==> src/core/adc_output_pkg.sv <==
// shared constants and types for the converter digital output block
package adc_output_pkg;
  localparam int          RESULT_W        = 8;
  localparam int          LEVEL_W         = 10;
  localparam int          LATENCY         = 5;
  localparam int          CODE_SPAN       = 256;
  localparam int          SYS_CLK_HZ      = 40000000;
  localparam int          STOP_TIME_US    = 100;
  localparam int          STOP_CYC        = (STOP_TIME_US * (SYS_CLK_HZ / 1000000));
  localparam int          WARM_CYCLES     = 20;
  localparam logic [11:0] STOP_CYC_12     = 12'(STOP_CYC);
  localparam logic [4:0]  WARM_CYCLES_5   = 5'(WARM_CYCLES);
  localparam logic [7:0]  CODE_ZERO       = 8'h00;
  localparam logic [7:0]  CODE_ONES       = 8'hFF;
  localparam logic        CLK_PREV_RESET  = 1'b0;

  typedef struct packed {
    logic                out_of_range_flag;
    logic [RESULT_W-1:0] code;
  } result_word_t;

  localparam result_word_t RESULT_RESET = '{out_of_range_flag: 1'b0, code: 8'h00};

  typedef enum logic [1:0] {
    ST_OFF  = 2'b00,
    ST_WARM = 2'b01,
    ST_RUN  = 2'b11
  } warm_state_t;
endpackage : adc_output_pkg

==> src/core/pipelined_adc_digital_output.sv <==
// pipelined converter output stage: sampling, five-fall latency, range flag, warm-up
//
// What this block does
// - result is eight-bit straight binary code
// - below range: flag high, code all zeros
// - above range: flag high, code all ones
// - in range: flag held low
// - track while clock high, capture on fall
// - result appears fifth fall later, holds one
// - every falling edge outside power-down starts a conversion
// - data invalid until 20 cycles after the clock restarts from a stop
// - power-down low disables bias and amplifiers
// - leaving power-down needs 20 cycles warm-up
`timescale 1ns/1ps
module pipelined_adc_digital_output
  import adc_output_pkg::*;
#(
  parameter int LAT = LATENCY
) (
  // clock and reset
  input  wire logic                              sys_clk,
  input  wire logic                              rst,
  // converter inputs
  input  wire logic                              sampleClk,
  input  wire logic                              power_down_n,
  input  wire logic signed [LEVEL_W-1:0]         sampleLevel,
  // result and status outputs
  output adc_output_pkg::result_word_t           resultWord,
  output logic                                   dataValid,
  output logic                                   trackActive,
  output logic                                   biasEnable
);
  import adc_output_pkg::*;

  logic                clkPrev_reg;
  result_word_t        stage_reg [LAT];
  result_word_t        resultWord_reg;
  warm_state_t         state_reg;
  warm_state_t         state_next;
  logic [4:0]          warmCount_reg;
  logic [4:0]          warmCount_next;
  logic [11:0]         idleCount_reg;
  logic [11:0]         idleCount_next;

  wire                 fallEdge  = clkPrev_reg & ~sampleClk;
  wire                 anyEdge   = clkPrev_reg ^ sampleClk;
  wire                 convStep  = fallEdge & power_down_n;
  wire                 stopped   = (idleCount_reg == STOP_CYC_12);
  wire                 isUnder   = sampleLevel < 0;
  wire                 isOver    = sampleLevel > LEVEL_W'(CODE_SPAN - 1);
  result_word_t        captured;

  // quantiser result is clamped to the rails with the flag set on overflow
  wire [RESULT_W-1:0]  codeSel = isUnder ? CODE_ZERO
                       : isOver  ? CODE_ONES
                       : sampleLevel[RESULT_W-1:0];
  assign captured = '{out_of_range_flag: isUnder | isOver, code: codeSel};

  assign trackActive = sampleClk & power_down_n;
  assign biasEnable  = power_down_n;
  assign resultWord  = resultWord_reg;
  assign dataValid   = (state_reg == ST_RUN);

  always_ff @(posedge sys_clk or posedge rst) begin
    if (rst) begin
      clkPrev_reg <= CLK_PREV_RESET;
    end else begin
      clkPrev_reg <= sampleClk;
    end
  end

  // pipeline freezes in power-down so the last word stays on the outputs
  genvar g;
  generate
    for (g = 0; g < LAT; g++) begin : g_stage
      always_ff @(posedge sys_clk or posedge rst) begin
        if (rst) begin
          stage_reg[g] <= RESULT_RESET;
        end else if (convStep) begin
          stage_reg[g] <= (g == 0) ? captured : stage_reg[(g == 0) ? 0 : g-1];
        end
      end
    end
  endgenerate

  always_ff @(posedge sys_clk or posedge rst) begin
    if (rst) begin
      resultWord_reg <= RESULT_RESET;
    end else if (convStep) begin
      resultWord_reg <= stage_reg[LAT-1];
    end
  end

  // a stalled or too-slow clock looks the same: no edge for the stop time
  assign idleCount_next = (!power_down_n || anyEdge) ? 12'h000
                        : stopped ? idleCount_reg
                        : idleCount_reg + 12'h001;

  assign warmCount_next = (!power_down_n || stopped || state_reg == ST_OFF) ? 5'h00
                        : (fallEdge && warmCount_reg != WARM_CYCLES_5)
                          ? warmCount_reg + 5'h01
                          : warmCount_reg;

  always_comb begin
    state_next = state_reg;
    unique case (state_reg)
      ST_OFF:  state_next = power_down_n ? ST_WARM : ST_OFF;
      ST_WARM: begin
        if (!power_down_n) begin
          state_next = ST_OFF;
        end else if (!stopped && warmCount_reg == WARM_CYCLES_5) begin
          state_next = ST_RUN;
        end
      end
      ST_RUN: begin
        if (!power_down_n) begin
          state_next = ST_OFF;
        end else if (stopped) begin
          state_next = ST_WARM;
        end
      end
      default: state_next = ST_OFF;
    endcase
  end

  always_ff @(posedge sys_clk or posedge rst) begin
    if (rst) begin
      state_reg     <= ST_OFF;
      warmCount_reg <= 5'h00;
      idleCount_reg <= 12'h000;
    end else begin
      state_reg     <= state_next;
      warmCount_reg <= warmCount_next;
      idleCount_reg <= idleCount_next;
    end
  end

  // checks
  a_code_inrange: assert property (@(posedge sys_clk) disable iff (rst)
    convStep && !isUnder && !isOver |=> stage_reg[0].code == $past(sampleLevel[7:0])
      && !stage_reg[0].out_of_range_flag)
    else $error("in-range code not captured as straight binary");

  a_under_zero: assert property (@(posedge sys_clk) disable iff (rst)
    convStep && isUnder |=> stage_reg[0].out_of_range_flag && stage_reg[0].code == 8'h00)
    else $error("underrange not flagged with zero code");

  a_over_ones: assert property (@(posedge sys_clk) disable iff (rst)
    convStep && isOver |=> stage_reg[0].out_of_range_flag && stage_reg[0].code == 8'hFF)
    else $error("overrange not flagged with all-ones code");

  a_flag_rails: assert property (@(posedge sys_clk) disable iff (rst)
    resultWord.out_of_range_flag |-> resultWord.code == 8'h00 || resultWord.code == 8'hFF)
    else $error("range flag set with an inner code");

  a_track_high: assert property (@(posedge sys_clk) disable iff (rst)
    trackActive |-> sampleClk && biasEnable)
    else $error("tracking outside clock-high phase");

  a_out_hold: assert property (@(posedge sys_clk) disable iff (rst)
    !$past(convStep) |-> $stable(resultWord))
    else $error("output changed without a falling edge");

  a_pipe_depth: assert property (@(posedge sys_clk) disable iff (rst)
    convStep |=> resultWord == $past(stage_reg[LAT-1]) && stage_reg[1] == $past(stage_reg[0]))
    else $error("pipeline did not advance on a falling edge");

  a_valid_warm: assert property (@(posedge sys_clk) disable iff (rst)
    $rose(dataValid) |-> warmCount_reg == WARM_CYCLES_5 && $past(warmCount_reg) == WARM_CYCLES_5)
    else $error("data valid before twenty cycles");

  a_stop_invalid: assert property (@(posedge sys_clk) disable iff (rst)
    stopped && power_down_n |=> !dataValid && warmCount_reg == 5'h00)
    else $error("clock stop did not drop validity");

  a_pd_off: assert property (@(posedge sys_clk) disable iff (rst)
    !power_down_n |-> !biasEnable ##1 (!dataValid && $stable(resultWord)))
    else $error("power-down did not disable the converter");

  a_pd_rewarm: assert property (@(posedge sys_clk) disable iff (rst)
    $rose(power_down_n) |-> ##[1:2] (state_reg == ST_WARM && warmCount_reg == 5'h00))
    else $error("leaving power-down skipped the warm-up");

  // warm-up and idle bookkeeping, plus pipeline, range and tracking checks
  a_warm_cap: assert property (@(posedge sys_clk) disable iff (rst)
    warmCount_reg <= WARM_CYCLES_5)
    else $error("warm-up count ran past its limit");

  a_idle_cap: assert property (@(posedge sys_clk) disable iff (rst)
    idleCount_reg <= STOP_CYC_12)
    else $error("idle count ran past the stop time");

  a_off_zero: assert property (@(posedge sys_clk) disable iff (rst)
    state_reg == ST_OFF |-> warmCount_reg == 5'h00)
    else $error("warm-up count kept while off");

  a_pd_clear: assert property (@(posedge sys_clk) disable iff (rst)
    !power_down_n |=> warmCount_reg == 5'h00)
    else $error("power-down did not clear the warm-up count");

  a_pd_state: assert property (@(posedge sys_clk) disable iff (rst)
    !power_down_n |=> state_reg == ST_OFF)
    else $error("power-down did not reach the off state");

  a_run_count: assert property (@(posedge sys_clk) disable iff (rst)
    state_reg == ST_RUN |-> warmCount_reg == WARM_CYCLES_5)
    else $error("running without a full warm-up count");

  a_warm_step: assert property (@(posedge sys_clk) disable iff (rst)
    state_reg != ST_OFF && power_down_n && !stopped && fallEdge && warmCount_reg != WARM_CYCLES_5
    |=> warmCount_reg == $past(warmCount_reg) + 5'h01)
    else $error("falling edge not counted during warm-up");

  a_warm_idle: assert property (@(posedge sys_clk) disable iff (rst)
    state_reg != ST_OFF && power_down_n && !stopped && !fallEdge |=> $stable(warmCount_reg))
    else $error("warm-up count moved without a falling edge");

  a_off_wake: assert property (@(posedge sys_clk) disable iff (rst)
    state_reg == ST_OFF && power_down_n |=> state_reg == ST_WARM)
    else $error("power-up did not enter warm-up");

  a_idle_full: assert property (@(posedge sys_clk) disable iff (rst)
    power_down_n && !anyEdge && idleCount_reg == STOP_CYC_12 - 12'h001 |=> stopped)
    else $error("stop time reached without stop detection");

  a_edge_idle: assert property (@(posedge sys_clk) disable iff (rst)
    anyEdge || !power_down_n |=> idleCount_reg == 12'h000)
    else $error("clock edge did not restart the idle count");

  a_idle_step: assert property (@(posedge sys_clk) disable iff (rst)
    power_down_n && !anyEdge && !stopped |=> idleCount_reg == $past(idleCount_reg) + 12'h001)
    else $error("idle count did not advance");

  a_idle_hold: assert property (@(posedge sys_clk) disable iff (rst)
    power_down_n && !anyEdge && stopped |=> stopped)
    else $error("stop detection dropped without a clock edge");

  a_pd_stage: assert property (@(posedge sys_clk) disable iff (rst)
    !power_down_n |=> $stable(stage_reg[0]))
    else $error("pipeline captured during power-down");

  a_stage_hold: assert property (@(posedge sys_clk) disable iff (rst)
    !convStep |=> $stable(stage_reg[LAT-1]))
    else $error("last stage moved without a falling edge");

  a_word_pair: assert property (@(posedge sys_clk) disable iff (rst)
    convStep |=> stage_reg[0] == $past(captured))
    else $error("flag and code not captured as one word");

  a_last_stage: assert property (@(posedge sys_clk) disable iff (rst)
    convStep |=> stage_reg[LAT-1] == $past(stage_reg[LAT-2]))
    else $error("last stage did not advance");

  a_fall_def: assert property (@(posedge sys_clk) disable iff (rst)
    fallEdge |-> !sampleClk && $past(sampleClk))
    else $error("falling edge seen without a high-to-low change");

  a_rise_warm: assert property (@(posedge sys_clk) disable iff (rst)
    $rose(dataValid) |-> $past(state_reg) == ST_WARM)
    else $error("data valid without passing warm-up");

  a_stop_warm: assert property (@(posedge sys_clk) disable iff (rst)
    state_reg == ST_RUN && stopped && power_down_n |=> state_reg == ST_WARM)
    else $error("clock stop did not restart warm-up");

  a_stop_novalid: assert property (@(posedge sys_clk) disable iff (rst)
    stopped |=> !dataValid)
    else $error("data valid while the clock is stopped");

  a_state_legal: assert property (@(posedge sys_clk) disable iff (rst)
    state_reg inside {ST_OFF, ST_WARM, ST_RUN})
    else $error("warm-up state left its legal codes");

  a_run_stays: assert property (@(posedge sys_clk) disable iff (rst)
    state_reg == ST_RUN && power_down_n && !stopped |=> dataValid)
    else $error("data valid dropped while running");

  a_warm_enter: assert property (@(posedge sys_clk) disable iff (rst)
    state_reg == ST_WARM && power_down_n && !stopped && warmCount_reg == WARM_CYCLES_5
    |=> dataValid)
    else $error("full warm-up did not raise data valid");

  a_warm_wait: assert property (@(posedge sys_clk) disable iff (rst)
    state_reg == ST_WARM && warmCount_reg != WARM_CYCLES_5 |=> !dataValid)
    else $error("data valid before warm-up completed");

  a_stage_rails: assert property (@(posedge sys_clk) disable iff (rst)
    stage_reg[0].out_of_range_flag |-> stage_reg[0].code == CODE_ZERO
      || stage_reg[0].code == CODE_ONES)
    else $error("captured flag set with an inner code");

  a_track_pd: assert property (@(posedge sys_clk) disable iff (rst)
    !power_down_n |-> !trackActive && !biasEnable)
    else $error("tracking or bias active in power-down");

  a_warm_clear: assert property (@(posedge sys_clk) disable iff (rst)
    state_reg == ST_WARM && stopped |=> warmCount_reg == 5'h00 && state_reg != ST_RUN)
    else $error("stopped clock kept warm-up progress");

  c_reach_valid: cover property (@(posedge sys_clk) disable iff (rst) $rose(dataValid));
  c_overrange:   cover property (@(posedge sys_clk) disable iff (rst) convStep && isOver);
  c_underrange:  cover property (@(posedge sys_clk) disable iff (rst) convStep && isUnder);
  c_stop_rewarm: cover property (@(posedge sys_clk) disable iff (rst) dataValid ##1 stopped);
  c_pd_exit:     cover property (@(posedge sys_clk) disable iff (rst) $rose(power_down_n));
endmodule : pipelined_adc_digital_output

==> config.mk <==
export PLATFORM = sky130hd
export DESIGN_NAME = pipelined_adc_digital_output
export DESIGN_NICKNAME = d
export VERILOG_FILES = /design/src/core/adc_output_pkg.sv /design/src/core/pipelined_adc_digital_output.sv
export SDC_FILE = /design/constraint.sdc
export NUM_CORES = 1
export LEC_CHECK = 0
export ABC_CLOCK_PERIOD_IN_PS = 4600
export BUFFER_PORTS_ARGS = -buffer_cell sky130_fd_sc_hd__clkbuf_2
export CAP_MARGIN = 20
export CORE_MARGIN = 8
export CORE_UTILIZATION = 35
export DETAILED_ROUTE_END_ITERATION = 12
export SYNTH_ARGS = -nofsm -noshare
export SYNTH_HDL_FRONTEND = slang
export SYNTH_SLANG_ARGS = --single-unit
==> constraint.sdc <==
create_clock -name sys_clk -period 4.6 [get_ports sys_clk]
set_input_delay 0.46 -clock sys_clk [delete_from_list [all_inputs] [get_ports sys_clk]]
set_output_delay 0.46 -clock sys_clk [all_outputs]
set_load 0.005 [all_outputs]
==> key figures, run 1 <==
Setup path
  • Delay of the slowest cell on the worst path: about 0.67 ns
  • Count of buffer and inverter cells on the critical path: 1
  • Worst Setup Start Kind: flop
  • CP Data Required Time: between 4 and 5 ns
  • Worst-path cell chain: ha_1, nand2_2, buf_4, mux2_1
  • Endpoint kind of the worst setup timing path: flop
  • Arrival time reported for the critical path endpoint: about 2.4 ns
  • Critical Path Fanout Max: 40
  • Family with the most delay on the worst path: simple AND/OR/NAND/NOR gates
  • Startpoint-to-endpoint class of the critical path: reg2reg
  • Slowest-stage cell, CP: sky130_fd_sc_hd__nand2_2

Clock tree
  • Post_cts resized: 0
  • Number of H-tree branching levels: 3
  • Clock latency of the later-clocked register in the worst-skew pair: approximately 0.35 ns
  • Hold-fix buffers at CTS: 0
  • TritonCTS sink count: 74
  • TritonCTS clock tree: built
  • Post-CTS setup buffer count: 0
  • Maximum buffer depth of the clock tree: 2
  • Total clock buffers created by CTS: 9
  • Library cell used as clock root buffer: sky130_fd_sc_hd__clkbuf_8
  • Clock-pin transition on the worst setup and hold timing paths: ~0.080 ns

Run status
  • Status: complete, no violations

Layout
  • Final net count: 302
  • Fraction of final layout cells with drive strength greater than 1: 0.204
  • Total inserted antenna cells: 0
  • Synth-to-layout area growth: 13.7%
  • Largest register FFs: 45

Synthesis
  • Register area share after synthesis: 0.576
  • Asr flop ratio synth: 1.00
  • Post-synth top cells: sky130_fd_sc_hd__dfrtp_1 (74), sky130_fd_sc_hd__mux2_1 (42), sky130_fd_sc_hd__nor2_1 (25)
  • Most area-hungry cell type in the Yosys netlist: sky130_fd_sc_hd__dfrtp_1
  • Most frequently used flop master after synthesis: sky130_fd_sc_hd__dfrtp_1
  • Yosys Warn Count: 0
  • Unique cell type count in the Yosys netlist: 38
  • Cell with the most instances after synthesis: sky130_fd_sc_hd__dfrtp_1
  • Top cells by area, synth: sky130_fd_sc_hd__dfrtp_1 (58%), sky130_fd_sc_hd__mux2_1 (15%), sky130_fd_sc_hd__ha_1 (3.5%), sky130_fd_sc_hd__nor2_1 (2.9%), sky130_fd_sc_hd__xnor2_1 (2.2%)
  • Syn nets: between 200 and 300
  • Combined area of all synthesized cells: between 3000 and 4000 um^2
  • Synth top area share: 0.576
  • Mean post-synth cell area: between 10 and 15 um^2
  • Post-synthesis cell count: roughly 250
  • Synthesis-stage register bit count: 74
  • Number of flops mapped to enable cells by yosys: 0

Route
  • Via density per instance: ~4.7
  • Starting DRC count in detailed routing: between 100 and 150
  • Total number of vias: 1,864
  • First-pass iteration count of the detailed router: 4
  • Post-route antenna net violation count: 0
  • DRC: 0
  • DRT Wirelength: between 5000 and 6000 um
  • DR WL/cell: ~13 um

Power
  • Leakage power: 1.71 nW
  • Power Dens Cells: 455 nW/um^2
  • Maximum vdd ir drop: 0.172 mV

Placement
  • Total half-perimeter wirelength after legalization and detailed placement: 3460 um
  • Placer Congestion: between 0.7 and 0.8
  • Buffers added on ports: 25
  • Setup slack at placement: 2.13 ns

STA
  • Final WS setup: around 2.4 ns
  • Final Hold Vio Count: 0
  • Fin crit share: 0.477
  • Timing-limited maximum frequency: ~460 MHz
  • Worst Max-Slew Pin Slew: roughly 0.88 ns
  • Worst slew margin: 0.414
  • Final-layout setup total negative slack: 0 ns
  • Final critical-path required period: between 2 and 2.5 ns
  • Worst hold slack: ~0.25 ns
  • Final count of pins violating max slew: 0
  • Number of setup violations in the final report: 0
  • Fin Clk Skew: ~0.012 ns
  • Setup repair after global routing missed its margin: no

GRT
  • Via count of the first global-routing pass: between 1,500 and 2,000
  • Overall routing resource usage: 0.0876
  • Maximum number of pins on one net before global-route repair: 42
  • Antenna violations before repair: 0
  • Grt total ovfl: 0
  • First-pass GRT wire length: between 8000 and 9000 um

Floorplanning
  • Count of pins on the block boundary: 26
  • Total number of placement rows: 35
  • Width of the die: 112 um
  • Overall die height: between 100 and 150 um
  • Starting utilization of the core area: 0.354
  • Die ar.: 12,500 um^2
  • Area of the core region: between 9000 and 10,000 um^2

Run
  • Max_cap viols: 0

Hold path
  • Hold/Removal Path Class: in2async
worst paths after layout:
kind                                                start                         to  slack, ns  depth (start not counted)
max in group asynchronous                             rst  stage_reg[34]$_DFFE_PP0P_       3.40                          3
worst min register to register  stage_reg[38]$_DFFE_PP0P_  stage_reg[38]$_DFFE_PP0P_       0.48                          2
worst max register to register      clkPrev_reg$_DFF_PP0_  stage_reg[28]$_DFFE_PP0P_       2.41                          4
min in group sys_clk                            sampleClk      clkPrev_reg$_DFF_PP0_       0.25                          1
worst max-delay path                clkPrev_reg$_DFF_PP0_  stage_reg[28]$_DFFE_PP0P_       2.41                          4
worst min-delay path                                  rst      clkPrev_reg$_DFF_PP0_       0.25                          2
routing by layer:
metal	vias up	share of wire	GRT usage
li1	918	-	-
met1	920	0.48	0.107
met2	20	0.47	0.135
met3	6	0.031	0.0308
met4	0	0.017	0.0438
met5	-	0	0
layout by cell type, fill, tap and decap left out, types with 3 or more instances in the layout:
master,instances
sky130_fd_sc_hd__a21oi_1,5
sky130_fd_sc_hd__clkbuf_2,25
sky130_fd_sc_hd__clkbuf_8,10
sky130_fd_sc_hd__dfrtp_1,74
sky130_fd_sc_hd__ha_1,9
sky130_fd_sc_hd__inv_1,10
sky130_fd_sc_hd__inv_6,3
sky130_fd_sc_hd__mux2_1,42
sky130_fd_sc_hd__mux2_2,3
sky130_fd_sc_hd__nand2_1,14
sky130_fd_sc_hd__nand3_1,6
sky130_fd_sc_hd__nand3b_1,3
sky130_fd_sc_hd__nor2_1,25
sky130_fd_sc_hd__o21ai_0,3
sky130_fd_sc_hd__o31ai_1,8
sky130_fd_sc_hd__xnor2_1,8
sky130_fd_sc_hd__xor2_1,4
power breakdown:
group | internal, W | switching, W | leakage (nW)
Clock | 0.000272 | 0.000257 | 0.104
Sequential | 0.000823 | 0.0000793 | 0.971
Combinational | 0.000133 | 0.0000995 | 0.631
Total | 0.00123 | 0.000436 | 1.71
worst register-to-register path: cells and delay by family (launching register included):
family	cells	cell delay (ns)
simple gates	1	0.67
buf+inv	1	0.42
flops	1	0.37
mux	1	0.37
fa+ha+maj	1	0.25
stage by stage:
step,power [W],instance area [um^2],util,cells
global route,0.00177,3650,0.403,395
detailed placement,0.00116,3440,0.380,379
floorplan,0.00106,3210,-,251
finish,0.00166,3650,0.403,395
global placement,0.00115,3440,0.380,379
CTS,0.00170,3650,0.403,395
final cells by class:
type / instances / area [um^2]
clock buffers: 10 / 138
clock inverters: 6 / 72.6
fillers: 860 / 5410
inverters: 11 / 41.3
multi-input cells: 156 / 1270
flip-flops and latches: 74 / 1850
well taps: 111 / 139
repair buffers: 27 / 140
cell families after synthesis:
kind of cell             after synthesis  synth area share
AO/OA/AOI/OAI                         20            0.0405
XOR/XNOR                              12            0.0327
buffers and inverters                 21            0.0276
flip-flops                            74             0.576
AND/OR/NAND/NOR                       68             0.124
multiplexers                          47             0.164
adder cells (fa/ha/maj)                9            0.0350
No activity file was read; power rests on OpenSTA's default activity.
==> inputs of run 2 (changes only) <==
- ABC_CLOCK_PERIOD_IN_PS: 4600 -> 2100
- clock period: 4.6 -> 2.1 ns (I/O delays scaled with it)
==> run 2 against run 1 <==
Effect of this change: first-iteration DRC count is 7.1% higher; cell area is 1.7% higher; routed wire length is 0.61% higher; via count is 2.8% higher; worst setup slack worse by 2.1 ns; power is 120% higher; global-route usage is 0.50 points higher; register-to-register slack worse by 2.0 ns; core utilization is 0.68 points higher; combinational power is 130% higher; largest cell class unchanged; largest power group unchanged.
==> key figures, run 2 (synthesized netlist as in run 1, its figures left out) <==
Route
  • Starting DRC count in detailed routing: 120 (+7.1%)
  • DR WL/cell: 12.8 um (-0.40%)
  • Met1 wire length: 2500 um (+1.9%)
  • DRT Wirelength: 5120 um (+0.61%)
  • Total met2 wirelength after detailed routing: 2350 um (-1.4%)
  • Post-route antenna net violation count: 0 (unchanged)
  • Highest Signal Layer: met4
  • Routed length on met3: 131 um (-18%)
  • DRC: 0 (unchanged)
  • Total number of vias: 1,916 (+2.8%)
  • Via density per instance: 4.80 (+1.8%)
  • First-pass iteration count of the detailed router: 4 (unchanged)

STA
  • Number of setup violations in the final report: 0 (unchanged)
  • Worst hold slack: 0.130 ns (-0.117 ns)
  • Timing-limited maximum frequency: approximately 540 MHz
  • Fin crit share: 0.875
  • Final critical-path required period: roughly 1.8 ns
  • Fin Clk Skew: 0.0144 ns (+0.00226 ns)
  • Final Hold Vio Count: 0 (unchanged)
  • Worst Max-Slew Pin Slew: 0.613 ns (-0.263 ns)
  • Setup repair after global routing missed its margin: no
  • Final-layout setup total negative slack: 0 ns (unchanged)
  • Worst slew margin: 0.591 (+0.177)
  • Final count of pins violating max slew: 0 (unchanged)

Floorplanning
  • Die ar.: 12,500 um^2 (unchanged)
  • Area of the core region: 9060 um^2 (unchanged)
  • Total number of placement rows: 35 (unchanged)
  • Count of pins on the block boundary: 26 (unchanged)
  • Overall die height: 112 um (unchanged)
  • Starting utilization of the core area: 0.354 (unchanged)
  • Width of the die: 112 um (unchanged)

Power
  • Logic pwr share: 0.143 (+0.003)
  • Leakage power: 1.74 nW (+1.9%)
  • Clock network power share: 0.314 (-0.004)
  • Switching share of power: 0.267 (+0.00453)
  • Sequential Power Share: 0.543 (about the same)
  • Cell Int Power: 0.00268 W (+120%)
  • Power Dens Cells: 983 nW/um^2 (+120%)
  • NetSw: 0.000973 W (+120%)
  • Maximum vdd ir drop: 0.357 mV (+110%)

Clock tree
  • Total clock buffers created by CTS: 9 (unchanged)
  • Library cell used as clock root buffer: sky130_fd_sc_hd__clkbuf_8
  • Number of H-tree branching levels: 3 (unchanged)
  • TritonCTS sink count: 74 (unchanged)
  • Post-CTS setup buffer count: 0 (unchanged)
  • Clock-pin transition on the worst setup and hold timing paths: 0.08 ns (about the same)
  • TritonCTS clock tree: built
  • Maximum buffer depth of the clock tree: 2 (unchanged)
  • Clock latency of the later-clocked register in the worst-skew pair: 0.35 ns (about the same)

GRT
  • First-pass GRT wire length: 9350 um (+5.4%)
  • Maximum number of pins on one net before global-route repair: 39 (-7.1%)
  • Antenna violations before repair: 0 (unchanged)
  • Grt total ovfl: 0 (unchanged)
  • Via count of the first global-routing pass: 1,891 (+0.85%)
  • Overall routing resource usage: 0.0926 (+0.00495)

Layout
  • Final net count: 306 (+1.3%)
  • Utilization of the core after routing: 0.410 (+0.00676)
  • Largest register FFs: 45 (unchanged)
  • Total inserted antenna cells: 0 (unchanged)
  • Number of fillers in the final layout: 825 (-4.1%)
  • Post-route cell area: 3720 um^2 (+1.7%)
  • Most frequent cells in the layout: sky130_fd_sc_hd__dfrtp_1 (74), sky130_fd_sc_hd__mux2_1 (42), sky130_fd_sc_hd__nor2_1 (25), sky130_fd_sc_hd__clkbuf_2 (25), sky130_fd_sc_hd__nand2_1 (14)
  • Fraction of final layout cells with drive strength greater than 1: 0.208 (+0.00411)
  • Final standard cell count with taps included and fillers excluded: 399 (+1.0%)
  • Most frequent standard cell in the layout excluding fill and tap cells: sky130_fd_sc_hd__dfrtp_1
  • Synth-to-layout area growth: 15.7%

Placement
  • Total cell area at the placement stage: 3480 um^2 (+1.2%)
  • Buffers added on ports: 25 (unchanged)
  • Placed cell count: 381 (+0.53%)
  • Placer Congestion: 0.712 (-1.3%)
  • Total half-perimeter wirelength after legalization and detailed placement: 3600 um (+3.8%)

Hold path
  • Hold-critical path endpoint: stage_reg[42]$_DFFE_PP0P_
  • Hold/Removal Path Class: in2reg
  • Hold-critical path depth: 3
  • Critical hold path startpoint: sampleLevel[6]

Setup path
  • Critical Path Fanout Max: 14 (-65%)
  • Arrival time reported for the critical path endpoint: 2.07 ns (-0.35 ns)
  • Length in cells of the worst reg-to-reg path: 4 (unchanged)
  • Minimum setup slack among reg-to-reg paths: 0.44 ns (-1.97 ns)
  • Beginning of the worst register-to-register path: clkPrev_reg$_DFF_PP0_
  • Endpoint kind of the worst setup timing path: flop
  • CP Data Required Time: 2.33 ns (-2.50 ns)
  • Worst r2r dst: stage_reg[26]$_DFFE_PP0P_
  • Startpoint-to-endpoint class of the critical path: in2reg
  • Worst Setup Start Kind: primary input

Run
  • Max_cap viols: 0 (unchanged)

Run status
  • Status: complete, no violations
-- run 2: per-stage QoR --
stage / total power (W) / worst slack [ns]
final: 0.00365 / 0.263
after CTS: 0.00372 / 0.255
after global placement: 0.00253 / 0.463
after detailed placement: 0.00256 / 0.421
after global routing: 0.00390 / 0.126
after floorplan: 0.00233 / 0.00838
-- run 2: timing repair --
item | 4_1_cts | 5_1_grt
hold buffers | 2 | 0
endpoints found under the hold margin | 27 | 0
gates resized for setup | 0 | 0
-- run 2: how the worst max path moves through the flow --
stage,start,end,slack (ns),depth (start not counted)
after floorplan,rst,clkPrev_reg$_DFF_PP0_,0.008,1
after global placement,sampleClk,stage_reg[34]$_DFFE_PP0P_,0.46,6
after detailed placement,sampleClk,stage_reg[19]$_DFFE_PP0P_,0.42,6
after CTS,sampleClk,stage_reg[26]$_DFFE_PP0P_,0.25,7
after global routing,sampleClk,resultWord[4]$_DFFE_PP0P_,0.13,7
final,sampleClk,stage_reg[26]$_DFFE_PP0P_,0.26,7
-- run 2: layout make-up --
| cell class | instances | area, um^2 | share of cell area |
|---|---|---|---|
| Clock inverter | 7 | 87.6 | 0.0236 |
| Sequential cell | 74 | 1850 | 0.498 |
| Timing Repair Buffer | 31 | 200 | 0.0539 |
| Tap cell | 111 | 139 | 0.0374 |
| Inverter | 11 | 41.3 | 0.0111 |
| Clock buffer | 9 | 124 | 0.0333 |
| Multi-Input combinational cell | 156 | 1270 | 0.342 |
-- run 2: power by group through the flow --
stage | sequential (W) | clock, W | combinational [W]
after floorplan | 0.00197 | 0 | 0.000359
after global placement | 0.00201 | 0 | 0.000519
after detailed placement | 0.00202 | 0 | 0.000541
after CTS | 0.00199 | 0.00119 | 0.000545
after global routing | 0.00204 | 0.00125 | 0.000602
final | 0.00198 | 0.00115 | 0.000523
-- run 2: critical path, stage by stage --
cell	delay, ns
sky130_fd_sc_hd__dlygate4sd3_1	0.53
sky130_fd_sc_hd__clkbuf_2	0.12
sky130_fd_sc_hd__inv_1	0.04
sky130_fd_sc_hd__ha_1	0.26
sky130_fd_sc_hd__nand2_2	0.28
sky130_fd_sc_hd__buf_4	0.27
sky130_fd_sc_hd__mux2_2	0.35
-- run 2: metal layers --
metal / up-vias / track usage
met5: - / 0
met4: 0 / 0.0538
met3: 12 / 0.0244
met2: 22 / 0.138
met1: 947 / 0.119
li1: 935 / -
==> inputs of run 3 (changes only) <==
- MAX_ROUTING_LAYER: not set -> met4
==> run 3 against run 2 <==
Effect of this change: via count is 0.26% lower; routed wire length is 0.47% higher; critical path type unchanged; first-iteration DRC count is 11% lower; core utilization stayed put; global-route usage is 0.29 points higher; hold slack worse by 0.00092 ns; cell area stayed put; clock power hardly changed; power is 0.15% higher; cell count stayed put; clock-buffer cell count stayed put.
==> key figures, run 3 (synthesized netlist as in run 1, its figures left out) <==
GRT
  • Antenna violations before repair: 0 (unchanged)
  • First-pass GRT wire length: 9380 um (+0.30%)
  • Via count of the first global-routing pass: 1,883 (-0.42%)
  • Maximum number of pins on one net before global-route repair: 39 (unchanged)
  • Grt total ovfl: 0 (unchanged)
  • Overall routing resource usage: 0.0955 (+0.00288)

Layout
  • Most frequent standard cell in the layout excluding fill and tap cells: sky130_fd_sc_hd__dfrtp_1
  • Most frequent cells in the layout: sky130_fd_sc_hd__dfrtp_1 (74), sky130_fd_sc_hd__mux2_1 (42), sky130_fd_sc_hd__nor2_1 (25), sky130_fd_sc_hd__clkbuf_2 (25), sky130_fd_sc_hd__nand2_1 (14)
  • Total inserted antenna cells: 0 (unchanged)
  • Synth-to-layout area growth: 15.7% (unchanged)
  • Number of fillers in the final layout: 825 (unchanged)
  • Largest register FFs: 45 (unchanged)
  • Fraction of final layout cells with drive strength greater than 1: 0.208 (unchanged)
  • Post-route cell area: 3720 um^2 (unchanged)
  • Final net count: 306 (unchanged)

STA
  • Number of setup violations in the final report: 0 (unchanged)
  • Fin Clk Skew: 0.0140 ns (-0.000425 ns)
  • Final Hold Vio Count: 0 (unchanged)
  • Worst hold slack: 0.129 ns (-0.000918 ns)
  • Final count of pins violating max slew: 0 (unchanged)
  • Final-layout setup total negative slack: 0 ns (unchanged)
  • Worst slew margin: 0.588 (-0.00320)
  • Setup repair after global routing missed its margin: no
  • Fin crit share: 0.875 (about the same)
  • Timing-limited maximum frequency: 544 MHz (about the same)
  • Final critical-path required period: 1.84 ns (+0.000383 ns)
  • Worst Max-Slew Pin Slew: 0.617 ns (+0.00479 ns)

Setup path
  • CP Data Required Time: 2.33 ns (about the same)
  • Worst-path cell chain: dlygate4sd3_1, clkbuf_2, inv_1, ha_1, nand2_2, buf_4, mux2_2
  • Startpoint-to-endpoint class of the critical path: in2reg
  • Arrival time reported for the critical path endpoint: 2.07 ns (about the same)
  • Endpoint kind of the worst setup timing path: flop
  • Slowest-stage cell, CP: sky130_fd_sc_hd__dlygate4sd3_1
  • Length in cells of the worst reg-to-reg path: 4 (unchanged)
  • Minimum setup slack among reg-to-reg paths: 0.44 ns (about the same)
  • Worst r2r dst: stage_reg[26]$_DFFE_PP0P_
  • Critical Path Fanout Max: 14 (unchanged)
  • Beginning of the worst register-to-register path: clkPrev_reg$_DFF_PP0_
  • Delay of the slowest cell on the worst path: 0.53 ns (about the same)
  • Worst Setup Start Kind: primary input

Floorplanning
  • Count of pins on the block boundary: 26 (unchanged)
  • Total number of placement rows: 35 (unchanged)
  • Overall die height: 112 um (unchanged)
  • Width of the die: 112 um (unchanged)
  • Starting utilization of the core area: 0.354 (unchanged)
  • Die ar.: 12,500 um^2 (unchanged)
  • Area of the core region: 9060 um^2 (unchanged)

Route
  • Total number of vias: 1,911 (-0.26%)
  • Routed length on met3: 113 um (-14%)
  • Met1 wire length: 2540 um (+1.4%)
  • DRC: 0 (unchanged)
  • Post-route antenna net violation count: 0 (unchanged)
  • Via density per instance: 4.79 (-0.26%)
  • DRT Wirelength: 5140 um (+0.47%)
  • Highest Signal Layer: met4
  • Starting DRC count in detailed routing: 107 (-11%)
  • First-pass iteration count of the detailed router: 4 (unchanged)
  • DR WL/cell: 12.9 um (+0.47%)
  • Total met2 wirelength after detailed routing: 2360 um (+0.38%)

Clock tree
  • Post-CTS setup buffer count: 0 (unchanged)
  • TritonCTS sink count: 74 (unchanged)
  • Number of H-tree branching levels: 3 (unchanged)
  • TritonCTS clock tree: built
  • Clock latency of the later-clocked register in the worst-skew pair: 0.35 ns (about the same)
  • Post_cts resized: 0 (unchanged)
  • Maximum buffer depth of the clock tree: 2 (unchanged)
  • Library cell used as clock root buffer: sky130_fd_sc_hd__clkbuf_8
  • Total clock buffers created by CTS: 9 (unchanged)
  • Hold-fix buffers at CTS: 2 (unchanged)
  • Clock-pin transition on the worst setup and hold timing paths: 0.08 ns (about the same)

Run status
  • Status: complete, no violations

Placement
  • Placer Congestion: 0.720 (+1.1%)
  • Total cell area at the placement stage: 3480 um^2 (unchanged)
  • Total half-perimeter wirelength after legalization and detailed placement: 3600 um (unchanged)
  • Buffers added on ports: 25 (unchanged)

Power
  • Leakage power: 1.74 nW (unchanged)
  • Power Dens Cells: 984 nW/um^2 (+0.15%)
  • Maximum vdd ir drop: 0.357 mV (about the same)

Hold path
  • Hold/Removal Path Class: in2reg
  • Hold-critical path depth: 3 (unchanged)
  • Critical hold path startpoint: sampleLevel[6]
  • Hold-critical path endpoint: stage_reg[42]$_DFFE_PP0P_

Run
  • Max_cap viols: 0 (unchanged)
[run 3: cell counts in the layout (fill, tap and decap cells not counted)]
Identical to the previous run, type by type.
[run 3: power breakdown]
group	internal, W	leakage, nW	switching [W]
logic	0.000301	0.659	0.000223
registers	0.00180	0.971	0.000178
clock network	0.000573	0.107	0.000578
[run 3: stage by stage]
stage | cells | total power, W | setup WS (ns) | util
3_5_place_dp | 381 | 0.00256 | 0.421 | 0.384
4_1_cts | 399 | 0.00372 | 0.255 | 0.410
2_1_floorplan | 251 | 0.00233 | 0.00838 | -
3_3_place_gp | 381 | 0.00253 | 0.463 | 0.384
6_report | 399 | 0.00366 | 0.262 | 0.410
5_1_grt | 399 | 0.00390 | 0.126 | 0.410
[run 3: worst max-delay path by stage]
stage	cells past startpoint	end	slack, ns	from
finish	7	stage_reg[26]$_DFFE_PP0P_	0.26	sampleClk
global route	7	resultWord[4]$_DFFE_PP0P_	0.13	sampleClk
CTS	7	stage_reg[26]$_DFFE_PP0P_	0.25	sampleClk
detailed placement	6	stage_reg[19]$_DFFE_PP0P_	0.42	sampleClk
global placement	6	stage_reg[34]$_DFFE_PP0P_	0.46	sampleClk
floorplan	1	clkPrev_reg$_DFF_PP0_	0.008	rst
[run 3: layout make-up]
cell class	instances	area (um^2)	area share
clock buffer	9	124	0.0333
clock inverter	7	87.6	0.0236
inverter	11	41.3	0.0111
multi-input combinational	156	1270	0.342
sequential	74	1850	0.498
tap	111	139	0.0374
timing repair buffer	31	200	0.0539
[run 3: critical path, delay by kind of cell]
kind / cells / cell delay [ns]
buffers and inverters: 4 / 0.96
multiplexers: 1 / 0.35
AND/OR/NAND/NOR: 1 / 0.28
adder cells (fa/ha/maj): 1 / 0.26
[run 3: metal layers]
| layer | vias to the layer above | track usage |
|---|---|---|
| met5 | - | - |
| met4 | 0 | 0.0538 |
| met3 | 12 | 0.0233 |
| met2 | 24 | 0.137 |
| met1 | 941 | 0.120 |
| li1 | 934 | - |
